## src/common/cmp_regs_pkg.sv

```systemverilog
// Purpose: constants for the comparator configuration register bank
// Assumes: 8-bit special function register space, byte-wide accesses
// Notes: rule summary follows
// Function
// - input select bits 7 and 3 read zero, writes ignored.
// - bits 6-4 pick comparator-0 inverting input pin, codes 0..4.
// - bits 2-0 pick comparator-0 non-inverting input pin, codes 0..4.
// - mux codes map to different pins for small and large package.
// - mode register bits 7-6 and 3-2 read zero, writes ignored.
// - mode bit 5 gates comparator-0 rising-edge interrupt.
// - mode bit 4 gates comparator-0 falling-edge interrupt.
// - mode bits 1-0 pick response mode, 0 fastest, 3 lowest power.
// - comparator-1 control bit 7 enables comparator 1.
// - control bit 6 is read-only synchronized comparator-1 output.
// - control bit 5 sets on comparator-1 rising output edge.
// - control bit 4 sets on comparator-1 falling output edge.
// - control bits 3-2 are positive hysteresis code to the core.
// - control bits 1-0 are negative hysteresis code to the core.
// - edge flags stay set until software writes zero.
// - disabled comparator output to port pin is forced low.
package cmp_regs_pkg;
    localparam logic [7:0] CMP1_CTRL_ADDR = 8'h9a;
    localparam logic [7:0] CMP0_MODE_ADDR = 8'h9d;
    localparam logic [7:0] CMP0_MUX_ADDR = 8'h9f;
    localparam logic [7:0] CMP1_CTRL_RST = 8'h00;
    localparam logic [7:0] CMP0_MODE_RST = 8'h02;
    localparam logic [7:0] CMP0_MUX_RST = 8'h00;
    localparam logic [7:0] MUX_WR_MASK = 8'h77;
    localparam logic [7:0] MODE_WR_MASK = 8'h33;
    localparam int EN_BIT = 7;
    localparam int OUT_BIT = 6;
    localparam int RISE_BIT = 5;
    localparam int FALL_BIT = 4;
    localparam int NSEL_LSB = 4;
    localparam int PSEL_LSB = 0;
    localparam int HYP_LSB = 2;
    localparam int HYN_LSB = 0;
    localparam int MUX_CODES = 5;
    // pin numbers coded as port*8+bit, one table per input and package
    localparam logic [5:0] NEG_PIN_SMALL [MUX_CODES] = '{6'h09, 6'h0d, 6'h11, 6'h15, 6'h01};
    localparam logic [5:0] NEG_PIN_LARGE [MUX_CODES] = '{6'h11, 6'h16, 6'h1d, 6'h24, 6'h04};
    localparam logic [5:0] POS_PIN_SMALL [MUX_CODES] = '{6'h08, 6'h0c, 6'h10, 6'h14, 6'h00};
    localparam logic [5:0] POS_PIN_LARGE [MUX_CODES] = '{6'h10, 6'h15, 6'h1c, 6'h23, 6'h03};
    localparam logic [5:0] NO_PIN = 6'h3f;
endpackage

```

## src/verilog/comparator_config_regs.sv

```systemverilog
// Purpose: register bank for comparator-0 mux/mode and comparator-1 control
// Assumes: reads are combinational, writes take effect at the clock edge
// Notes: unused mux codes 5..7 select no pin
module comparator_config_regs
    import cmp_regs_pkg::*;
(
    // clock and reset
    input wire logic mclk,
    input wire logic sys_rst,
    // package strap: 1 for the larger package
    input wire logic pkg_large,
    // special function register access
    input wire logic [7:0] sfr_addr,
    input wire logic sfr_wr,
    input wire logic [7:0] sfr_wdata,
    input wire logic sfr_rd,
    output logic [7:0] sfr_rdata,
    output logic sfr_hit,
    // comparator-0 side
    input wire logic cmp0_rise_flag,
    input wire logic cmp0_fall_flag,
    output logic [2:0] cmp0_inverting_input_sel,
    output logic [2:0] cmp0_noninverting_input_sel,
    output logic [5:0] cmp0_neg_pin,
    output logic [5:0] cmp0_pos_pin,
    output logic cmp0_rise_irq_en,
    output logic cmp0_fall_irq_en,
    output logic [1:0] cmp0_response_mode,
    output logic cmp0_irq,
    // comparator-1 side
    input wire logic cmp1_analog_out,
    output logic cmp1_enable_bit,
    output logic [1:0] cmp1_pos_hyst_code,
    output logic [1:0] cmp1_neg_hyst_code,
    output logic cmp1_pin_out
);
    logic [7:0] mux_r;
    logic [7:0] mode_r;
    logic [7:0] ctrl_r;
    logic [7:0] ctrl_nxt;
    logic sync1_r;
    logic sync2_r;
    logic prev_r;
    logic rise_evt;
    logic fall_evt;
    logic wr_mux;
    logic wr_mode;
    logic wr_ctrl;
    logic [2:0] nsel;
    logic [2:0] psel;

    // address decode
    assign wr_mux = sfr_wr && (sfr_addr == CMP0_MUX_ADDR);
    assign wr_mode = sfr_wr && (sfr_addr == CMP0_MODE_ADDR);
    assign wr_ctrl = sfr_wr && (sfr_addr == CMP1_CTRL_ADDR);
    assign sfr_hit = (sfr_rd || sfr_wr) && ((sfr_addr == CMP0_MUX_ADDR) ||
                     (sfr_addr == CMP0_MODE_ADDR) || (sfr_addr == CMP1_CTRL_ADDR));

    // read mux; unmapped addresses return zero
    assign sfr_rdata = (sfr_addr == CMP0_MUX_ADDR) ? mux_r :
                       (sfr_addr == CMP0_MODE_ADDR) ? mode_r :
                       (sfr_addr == CMP1_CTRL_ADDR) ? {ctrl_r[7], sync2_r, ctrl_r[5:0]} : 8'h00;

    // mux and mode registers keep only their used bits
    always_ff @(posedge mclk)
    begin
        if (sys_rst)
        begin
            mux_r <= CMP0_MUX_RST;
            mode_r <= CMP0_MODE_RST;
        end
        else
        begin
            if (wr_mux)
                mux_r <= sfr_wdata & MUX_WR_MASK;
            if (wr_mode)
                mode_r <= sfr_wdata & MODE_WR_MASK;
        end
    end

    // comparator-0 field outputs
    assign nsel = mux_r[NSEL_LSB +: 3];
    assign psel = mux_r[PSEL_LSB +: 3];
    assign cmp0_inverting_input_sel = nsel;
    assign cmp0_noninverting_input_sel = psel;
    assign cmp0_rise_irq_en = mode_r[RISE_BIT];
    assign cmp0_fall_irq_en = mode_r[FALL_BIT];
    assign cmp0_response_mode = mode_r[1:0];

    // package-dependent pin translation
    assign cmp0_neg_pin = (int'(nsel) >= MUX_CODES) ? NO_PIN :
                          (pkg_large ? NEG_PIN_LARGE[nsel] : NEG_PIN_SMALL[nsel]);
    assign cmp0_pos_pin = (int'(psel) >= MUX_CODES) ? NO_PIN :
                          (pkg_large ? POS_PIN_LARGE[psel] : POS_PIN_SMALL[psel]);

    // flag and enable gating for comparator-0 interrupt
    assign cmp0_irq = (cmp0_rise_flag && mode_r[RISE_BIT]) || (cmp0_fall_flag && mode_r[FALL_BIT]);

    // two-stage synchronizer; only sync2 is used downstream
    always_ff @(posedge mclk)
    begin
        if (sys_rst)
        begin
            sync1_r <= 1'b0;
            sync2_r <= 1'b0;
            prev_r <= 1'b0;
        end
        else
        begin
            sync1_r <= cmp1_analog_out;
            sync2_r <= sync1_r;
            prev_r <= sync2_r;
        end
    end
    assign rise_evt = sync2_r && !prev_r;
    assign fall_evt = !sync2_r && prev_r;

    // control next value: edge set wins over software clear
    always_comb
    begin
        ctrl_nxt = ctrl_r;
        if (wr_ctrl)
        begin
            ctrl_nxt = {sfr_wdata[7], 1'b0, sfr_wdata[5:0]};
        end
        ctrl_nxt[OUT_BIT] = 1'b0;
        if (rise_evt)
            ctrl_nxt[RISE_BIT] = 1'b1;
        if (fall_evt)
            ctrl_nxt[FALL_BIT] = 1'b1;
    end

    always_ff @(posedge mclk)
    begin
        if (sys_rst)
            ctrl_r <= CMP1_CTRL_RST;
        else
            ctrl_r <= ctrl_nxt;
    end

    assign cmp1_enable_bit = ctrl_r[EN_BIT];
    assign cmp1_pos_hyst_code = ctrl_r[HYP_LSB +: 2];
    assign cmp1_neg_hyst_code = ctrl_r[HYN_LSB +: 2];
    // disabled comparator drives its port pin low
    assign cmp1_pin_out = ctrl_r[EN_BIT] && sync2_r;

    // unused bits stay zero in storage and on readback
    a_mux_unused: assert property (@(posedge mclk) disable iff (sys_rst)
        (mux_r[7] == 1'b0) && (mux_r[3] == 1'b0))
        else $error("mux unused bits set");
    a_mux_read: assert property (@(posedge mclk) disable iff (sys_rst)
        (sfr_addr == CMP0_MUX_ADDR) |-> ((sfr_rdata[7] == 1'b0) && (sfr_rdata[3] == 1'b0)))
        else $error("mux unused bits read back");
    a_mode_unused: assert property (@(posedge mclk) disable iff (sys_rst)
        (mode_r & ~MODE_WR_MASK) == 8'h00)
        else $error("mode unused bits set");
    a_mode_read: assert property (@(posedge mclk) disable iff (sys_rst)
        (sfr_addr == CMP0_MODE_ADDR) |-> ((sfr_rdata & ~MODE_WR_MASK) == 8'h00))
        else $error("mode unused bits read back");

    // comparator-0 fields follow the last write one cycle later; unused codes select no pin, valid codes a pin
    a_mux_write: assert property (@(posedge mclk) disable iff (sys_rst)
        wr_mux |=> ((cmp0_inverting_input_sel == $past(sfr_wdata[6:4]))
        && (cmp0_noninverting_input_sel == $past(sfr_wdata[2:0]))))
        else $error("mux write lost");
    a_mode_write: assert property (@(posedge mclk) disable iff (sys_rst)
        wr_mode |=> ((cmp0_response_mode == $past(sfr_wdata[1:0])) && (cmp0_rise_irq_en == $past(sfr_wdata[5]))
        && (cmp0_fall_irq_en == $past(sfr_wdata[4]))))
        else $error("mode write lost");
    a_pin_unused: assert property (@(posedge mclk) disable iff (sys_rst)
        (int'(nsel) >= MUX_CODES) |-> (cmp0_neg_pin == NO_PIN))
        else $error("unused code drives a pin");
    a_pin_valid: assert property (@(posedge mclk) disable iff (sys_rst)
        (int'(psel) < MUX_CODES) |-> (cmp0_pos_pin != NO_PIN))
        else $error("valid code selects no pin");

    // comparator-0 request: each enabled flag raises it, nothing else does
    a_irq_gate: assert property (@(posedge mclk) disable iff (sys_rst)
        (!mode_r[RISE_BIT] && !mode_r[FALL_BIT]) |-> !cmp0_irq)
        else $error("irq not gated");
    a_irq_rise: assert property (@(posedge mclk) disable iff (sys_rst)
        (cmp0_rise_flag && cmp0_rise_irq_en) |-> cmp0_irq)
        else $error("rise irq missing");
    a_irq_fall: assert property (@(posedge mclk) disable iff (sys_rst)
        (cmp0_fall_flag && cmp0_fall_irq_en) |-> cmp0_irq)
        else $error("fall irq missing");
    a_irq_cause: assert property (@(posedge mclk) disable iff (sys_rst)
        cmp0_irq |-> ((cmp0_rise_flag && cmp0_rise_irq_en) || (cmp0_fall_flag && cmp0_fall_irq_en)))
        else $error("irq without cause");

    // comparator-1 control fields, readback and sticky flags
    a_ctrl_write: assert property (@(posedge mclk) disable iff (sys_rst)
        wr_ctrl |=> ((cmp1_enable_bit == $past(sfr_wdata[7])) && (cmp1_pos_hyst_code == $past(sfr_wdata[3:2]))
        && (cmp1_neg_hyst_code == $past(sfr_wdata[1:0]))))
        else $error("control write lost");
    a_out_read: assert property (@(posedge mclk) disable iff (sys_rst)
        (sfr_addr == CMP1_CTRL_ADDR) |-> (sfr_rdata[OUT_BIT] == sync2_r))
        else $error("output state not read back");
    a_rise_set: assert property (@(posedge mclk) disable iff (sys_rst)
        $rose(sync2_r) |=> ctrl_r[RISE_BIT])
        else $error("rise flag not set");
    a_fall_set: assert property (@(posedge mclk) disable iff (sys_rst)
        $fell(sync2_r) |=> ctrl_r[FALL_BIT])
        else $error("fall flag not set");
    a_flag_sticky: assert property (@(posedge mclk) disable iff (sys_rst)
        (ctrl_r[RISE_BIT] && !wr_ctrl) |=> ctrl_r[RISE_BIT])
        else $error("rise flag dropped");
    a_fall_sticky: assert property (@(posedge mclk) disable iff (sys_rst)
        (ctrl_r[FALL_BIT] && !wr_ctrl) |=> ctrl_r[FALL_BIT])
        else $error("fall flag dropped");
    a_rise_quiet: assert property (@(posedge mclk) disable iff (sys_rst)
        (!rise_evt && !(wr_ctrl && sfr_wdata[RISE_BIT]) && !ctrl_r[RISE_BIT]) |=> !ctrl_r[RISE_BIT])
        else $error("rise flag set without edge");
    a_fall_quiet: assert property (@(posedge mclk) disable iff (sys_rst)
        (!fall_evt && !(wr_ctrl && sfr_wdata[FALL_BIT]) && !ctrl_r[FALL_BIT]) |=> !ctrl_r[FALL_BIT])
        else $error("fall flag set without edge");

    // synchronizer depth and the port pin
    a_sync_delay: assert property (@(posedge mclk) disable iff (sys_rst)
        $rose(cmp1_analog_out) ##1 cmp1_analog_out |=> sync2_r)
        else $error("sync latency wrong");
    a_sync_stage: assert property (@(posedge mclk) disable iff (sys_rst)
        sync2_r == $past(sync1_r))
        else $error("sync stage skipped");
    a_pin_low: assert property (@(posedge mclk) disable iff (sys_rst)
        !cmp1_enable_bit |-> !cmp1_pin_out)
        else $error("disabled pin not low");
    a_pin_follow: assert property (@(posedge mclk) disable iff (sys_rst)
        cmp1_enable_bit |-> (cmp1_pin_out == sync2_r))
        else $error("enabled pin not following");
endmodule

```

## config.mk

```make
export PLATFORM = sky130hd
export DESIGN_NAME = comparator_config_regs
export DESIGN_NICKNAME = d
export VERILOG_FILES = /design/src/common/cmp_regs_pkg.sv /design/src/verilog/comparator_config_regs.sv
export SDC_FILE = /design/constraint.sdc
export NUM_CORES = 1
export LEC_CHECK = 0
export ABC_AREA = 0
export BUFFER_PORTS_ARGS = -buffer_cell sky130_fd_sc_hd__buf_2
export CORE_AREA = 10 10 66 68
export DETAILED_ROUTE_END_ITERATION = 8
export DIE_AREA = 0 0 76 78
export PLACE_DENSITY = 0.77
export SLEW_MARGIN = 25
export SYNTH_ARGS = -nofsm -noshare
export SYNTH_HDL_FRONTEND = slang
export SYNTH_SLANG_ARGS = --single-unit
export TNS_END_PERCENT = 5
```

## constraint.sdc

```tcl
create_clock -name mclk -period 1.8 [get_ports mclk]
set_clock_uncertainty 0.15 [all_clocks]
set_input_delay 0.18 -clock mclk [delete_from_list [all_inputs] [get_ports mclk]]
set_output_delay 0.18 -clock mclk [all_outputs]
set_load 0.02 [all_outputs]
```

==> qor.txt, run 1 <==
post-layout util: 57.0%
largest net degree at the start of global routing: 28
Vias/cell: 5.21
class of the worst hold path: in2reg
Die Area: 5930 um2
HPWL after DPL: 3090 um
core outline area: 3180 um2
Longest Clk Path Bufs: 2
clk slew on worst S/H paths: 120 ps
Post-DP Area: 1700 um2
CTS Buf Count: 3
Met3 Wirelength: 264 um
slowest CP cell: dfxtp_2
DP Worst Slack: 180 ps
layout cell share with drive strength beyond 1: 39.7%
Port Buf Inserts: 61
Final period util: 98.9%
Routed Wire Length: 4020 um
most common cell after layout, fill and taps aside: buf_2
Pre-antenna DRT Iters: 4
dpl cells: 256
max-slew violation count: 0
CTS H-Tree Depth: 1
most frequent cells in the layout: buf_2, nand2b_1, dfxtp_1, mux2i_1, buf_4
n_diodes: 0
GPL Wtd Cong: 0.820
top-area cell type share of the netlist area: 28.8%
Critical Path Sink: cmp0_pos_pin[2]
Max Cap Viol: 0
# nets final: 248
Die Span Y: 78 um
CTS tree: yes
vias in the first global route: 1,347
max incr delay on CP: 340 ps
top cells by area, synth: dfxtp_1, mux2i_1, nand2b_1
Lkg Pwr: 0.852 nW
Synth warnings: 0
EDFF count, synth: 0
launch point of the critical path: mux_r[1]
share of flip-flops with an asynchronous set or reset: 0%
status: finished clean
PwrDens: 435 nW/um2
CP Capture Type: primary output
synth-to-layout area growth: 30.2%
I/O Pins: 62
Worst slew margin: 70.0%
syn nets: 189
highest clock rate: 0.562 GHz
initial DRC count: 91
finished layout cell area: 1810 um2
Most used DFF post-synth: dfxtp_1
ordered cell list for the critical path: buf_4 -> ha_1 -> nand2_1 -> o22a_1 -> buf_2
DIE WIDTH: 76 um
first-pass GRT wire length: 6290 um
Worst-Margin Slew: 448 ps
post-route ant nets: 0
leading area contributor after synthesis: dfxtp_1
GR Overflow Total: 0
r2r startpoint: mux_r[5]
Yosys reg bits: 20
Clk Latency, worst-skew pair: 290 ps
Mapped Area: 1390 um2
initial antenna violation count: 0
Mapped Cells: 162
WP data arrival: 1450 ps
CTS Root Cell: clkbuf_4
startpoint types: flop
post-synthesis sequential area ratio: 28.8%
Tmin final: 1780 ps
synthesized area per cell: 8.59 um2
Finished Layout Cells: 265
WP data required: 1470 ps
crit path kind: reg2out
Max VDD drop: 0.343 mV
Unique masters post-synth: 39
DRC viols: 0
starting density of the core: 43.8%
Total Power: 0.787 mW
vias: 1,380
crit path max fanout: 9
Rows: 21
Tot GR Track Use: 12.4%
final hold vios: 0
RSZ-0062 raised after global routing: yes
met2 wire len: 1850 um
final worst setup slack: 20.0 ps
worst reg2reg endpoint: mux_r[5]
Worst R2R Setup Slack: 770 ps
final setup fails: 0
WL met1: 1830 um
Max Used Layer: met4
worst reg2reg path depth: 2
CTS sink cnt: 20
Wirelength per Cell: 15.2 um
## stage by stage
stage	TNS, ps	hold slack (ps)
after floorplan	0	158
after global placement	0	241
after detailed placement	0	243
after CTS	0	12.8
after global routing	-101	33.4
final	0	14.2
## cell usage after synthesis (all sizes together), types with 5 or more instances
master   n
dfxtp   20
buf     11
o31ai    5
nand4    5
a21oi    6
mux2i   14
nor2b    7
clkbuf   9
nor2     7
nand2b  20
nand3    5
## where the power goes
| part | leakage (nW) | internal, mW | switching [mW] |
|---|---|---|---|
| registers | 0.165 | 0.446 | 0.00338 |
| logic | 0.674 | 0.0591 | 0.0659 |
| clock network | 0.0138 | 0.0780 | 0.135 |
## per-layer routing
metal / up-vias / GRT usage, %
met5: - / 0
li1: 704 / -
met4: 0 / 4.17
met1: 621 / 14.3
met2: 49 / 20.8
met3: 6 / 4.26
## cell families (layout without fill, tap and decap cells)
family | after synthesis | after routing | synth area share, %
and+or+nand+nor | 64 | 64 | 30.0
muxes | 14 | 14 | 10.1
buffers and inverters | 23 | 80 | 8.63
DFF | 20 | 20 | 28.8
adders and majority gates | 3 | 3 | 2.70
AOI/OAI and AO/OA | 38 | 38 | 19.8
## repair_timing
action	in CTS	in global routing
setup endpoints to repair	7	7
hold buffers	5	0
buffers inserted	0	1
hold endpoints to repair	5	0
resized for setup	5	7
gates cloned	0	0
## final cells by class
class | count | area [um2]
Multi-Input combinational cell | 119 | 896
Timing Repair Buffer | 74 | 415
Fill cell | 297 | 1370
Tap cell | 46 | 57.6
Clock buffer | 3 | 22.5
Inverter | 3 | 11.3
Sequential cell | 20 | 409
## worst min path at each step
stage / from / end / slack, ps / depth (start not counted)
CTS: sfr_wdata[2] / mux_r[2] / 10 / 3
finish: sfr_wdata[2] / mux_r[2] / 10 / 3
global placement: cmp1_analog_out / sync1_r / 240 / 2
global route: sfr_wdata[5] / ctrl_r[5] / 30 / 3
detailed placement: cmp1_analog_out / sync1_r / 240 / 2
floorplan: cmp1_analog_out / sync1_r / 160 / 1
## sequential cells by signal, summed over array words and instances, names as in the netlist
signal,flops
ctrl_r,7
mode_r,4
mux_r,6
prev_r,1
sync1_r,1
sync2_r,1
## critical path, delay by kind of cell (launching register included)
| family | cells | cell delay (ps) |
|---|---|---|
| adder cells (fa/ha/maj) | 1 | 270 |
| AND/OR/NAND/NOR | 1 | 50 |
| AO/OA/AOI/OAI | 1 | 170 |
| buffers and inverters | 2 | 310 |
| flip-flops | 1 | 340 |
Note: power is estimated with default switching activity, not from simulation.
==> run 2: changes to the inputs <==
--- a/config.mk
+++ b/config.mk
@@ -10,7 +10,7 @@
 export CORE_AREA = 10 10 66 68
 export DETAILED_ROUTE_END_ITERATION = 8
 export DIE_AREA = 0 0 76 78
-export PLACE_DENSITY = 0.77
+export PLACE_DENSITY = 0.84
 export SLEW_MARGIN = 25
 export SYNTH_ARGS = -nofsm -noshare
 export SYNTH_HDL_FRONTEND = slang
==> run 2 against run 1 <==
Hold slack gained 5.0 ps. Cell count unchanged. Core utilization grew 0.24 points. Sequential power hardly changed. Wire length down 1.7%. Worst setup slack improved by 8.0 ps. Flip-flop and latch count unchanged. Clock power increased by 20%. Sequential share of layout area shrank 0.16 points. Die area is the same. Total power grew 5.1%. Non-clock buffer count decreased by 1. Critical endpoint unchanged.
==> qor.txt, run 2 (synthesis results as in run 1) <==
initial DRC count: 111 (was 91)
hold_sp: sfr_wdata[5] (was sfr_wdata[2])
crit path max fanout: 9 (unchanged)
synth-to-layout area growth: 30.8% (was 30.2%)
Longest Clk Path Bufs: 2 (unchanged)
Lkg Pwr: 0.859 nW (was 0.852 nW)
DRC viols: 0 (unchanged)
final hold vios: 0 (unchanged)
CP Capture Type: primary output (unchanged)
RSZ-0062 raised after global routing: yes (unchanged)
Crit path max-delay family: flip-flops (unchanged)
Die Span Y: 78 um (unchanged)
Max VDD drop: 0.326 mV (was 0.343 mV)
Final period util: 98.4% (was 98.9%)
Max Cap Viol: 0 (unchanged)
final-layout fill cell count: 289 (was 297)
starting density of the core: 43.8% (unchanged)
Clk Latency, worst-skew pair: 290 ps (about the same)
Tot GR Track Use: 12.3% (was 12.4%)
layout cell share with drive strength beyond 1: 39.7% (unchanged)
combinational share of power: 14.8% (was 15.9%)
max-slew violation count: 0 (unchanged)
WP data arrival: 1440 ps (was 1450 ps)
CTS Root Cell: clkbuf_4 (unchanged)
Sw Pwr: 0.202 mW (was 0.205 mW)
Routed Wire Length: 3960 um (was 4020 um)
Tmin final: 1770 ps (was 1780 ps)
register name with the most flops: ctrl_r (unchanged)
CTS H-Tree Depth: 1 (unchanged)
largest net degree at the start of global routing: 28 (unchanged)
clock power share: 30.9% (was 27.1%)
most frequent cells in the layout: buf_2, nand2b_1, dfxtp_1, mux2i_1, buf_4 (unchanged)
final hold slack: 19.2 ps (was 14.2 ps)
Flop pwr share: 54.3% (was 57.1%)
CTS Buf Count: 3 (unchanged)
core outline area: 3180 um2 (unchanged)
WP data required: 1470 ps (about the same)
Vias/cell: 5.38 (was 5.21)
vias in the first global route: 1,337 (was 1,347)
max FFs per register: 7 (unchanged)
DIE WIDTH: 76 um (unchanged)
sw frac: 24.4% (was 26.0%)
first-pass GRT wire length: 6330 um (was 6290 um)
r2r startpoint: mux_r[2] (was mux_r[5])
launch point of the critical path: mux_r[1] (unchanged)
n_diodes: 0 (unchanged)
slowest CP cell: dfxtp_1 (was dfxtp_2)
worst hold path depth: 3 (unchanged)
I/O Pins: 62 (unchanged)
initial antenna violation count: 0 (unchanged)
ordered cell list for the critical path: buf_4 -> ha_1 -> nand2_1 -> o22a_1 -> buf_2 (unchanged)
CTS tree: yes (unchanged)
HPWL after DPL: 3110 um (was 3090 um)
CTS sink cnt: 20 (unchanged)
crit path kind: reg2out (unchanged)
worst reg2reg path depth: 2 (unchanged)
post-layout util: 57.2% (was 57.0%)
Worst-Margin Slew: 444 ps (was 448 ps)
PwrDens: 455 nW/um2 (was 435 nW/um2)
Bufs and invs on worst path: 2 (unchanged)
# nets final: 247 (was 248)
Wirelength per Cell: 14.9 um (was 15.2 um)
clk slew on worst S/H paths: 110 ps (was 120 ps)
Die Area: 5930 um2 (unchanged)
WP depth: 5 (unchanged)
Port Buf Inserts: 61 (unchanged)
vias: 1,426 (was 1,380)
Rows: 21 (unchanged)
startpoint types: flop (unchanged)
Internal: 0.625 mW (was 0.583 mW)
Pre-antenna DRT Iters: 4 (unchanged)
GR Overflow Total: 0 (unchanged)
final setup fails: 0 (unchanged)
Worst slew margin: 70.2% (was 70.0%)
most common cell after layout, fill and taps aside: buf_2 (unchanged)
status: finished clean (unchanged)
top flop regs: ctrl_r: 7 flops, mux_r: 6 flops, mode_r: 4 flops (unchanged)
post-route ant nets: 0 (unchanged)
GPL Wtd Cong: 0.817 (was 0.820)
class of the worst hold path: in2reg (unchanged)
max incr delay on CP: 330 ps (was 340 ps)
highest clock rate: 0.564 GHz (was 0.562 GHz)
run 2: cell types whose count changed in the layout (fill, tap and decap cells not counted), sizes merged:
cell,delta
clkbuf,+1
dlygate4sd3,-1
run 2: timing repair:
| item | 4_1_cts | 5_1_grt |
|---|---|---|
| pin swaps | 0 | 0 |
| setup endpoints to repair | 6 | 9 |
| setup buffers | 0 | 2 |
| endpoints found under the hold margin | 4 | 0 |
| resized for setup | 4 | 8 |
| hold buffers | 4 | 0 |
run 2: final timing paths:
kind                     endpoint  slack (ps)
setup reg to reg         mux_r[2]         850
hold / removal          ctrl_r[5]          20
hold reg to reg           sync2_r         300
setup / recovery  cmp0_pos_pin[2]          30
run 2: cell type report:
class	count	area (um2)	share of cell area (%)
Multi-Input combinational cell	119	901	49.5
Sequential cell	20	408	22.4
Timing Repair Buffer	73	405	22.3
Tap cell	46	57.6	3.16
Clock buffer	4	36.3	1.99
Inverter	3	11.3	0.619
run 2: layer usage:
layer / vias to the layer above / wire length (um) / track usage, %
met5: - / 0 / 0
li1: 703 / - / -
met1: 660 / 1570 / 14.5
met3: 2 / 308 / 3.00
met2: 61 / 2040 / 21.9
met4: 0 / 38 / 2.84
run 2: worst min-delay path, stage by stage:
cell and delay, ps:
buf_2 110, nand4_1 60, a31oi_1 70
run 2: power by group through the flow:
stage | combinational, mW | clock [mW] | sequential, mW
floorplan | 0.0722 | 0 | 0.460
global placement | 0.112 | 0 | 0.461
detailed placement | 0.115 | 0 | 0.461
CTS | 0.122 | 0.258 | 0.449
global route | 0.134 | 0.277 | 0.450
finish | 0.123 | 0.255 | 0.449
run 2: through the flow:
stage	power [mW]	area, um2	setup slack [ps]	TNS, ps	instances
after floorplan	0.532	1390	76.6	0	162
after global placement	0.573	1690	135	0	255
after detailed placement	0.576	1690	94.6	0	255
after CTS	0.829	1780	-17.2	-31.7	263
after global routing	0.861	1820	-63.1	-189	265
final	0.827	1820	28.0	0	265
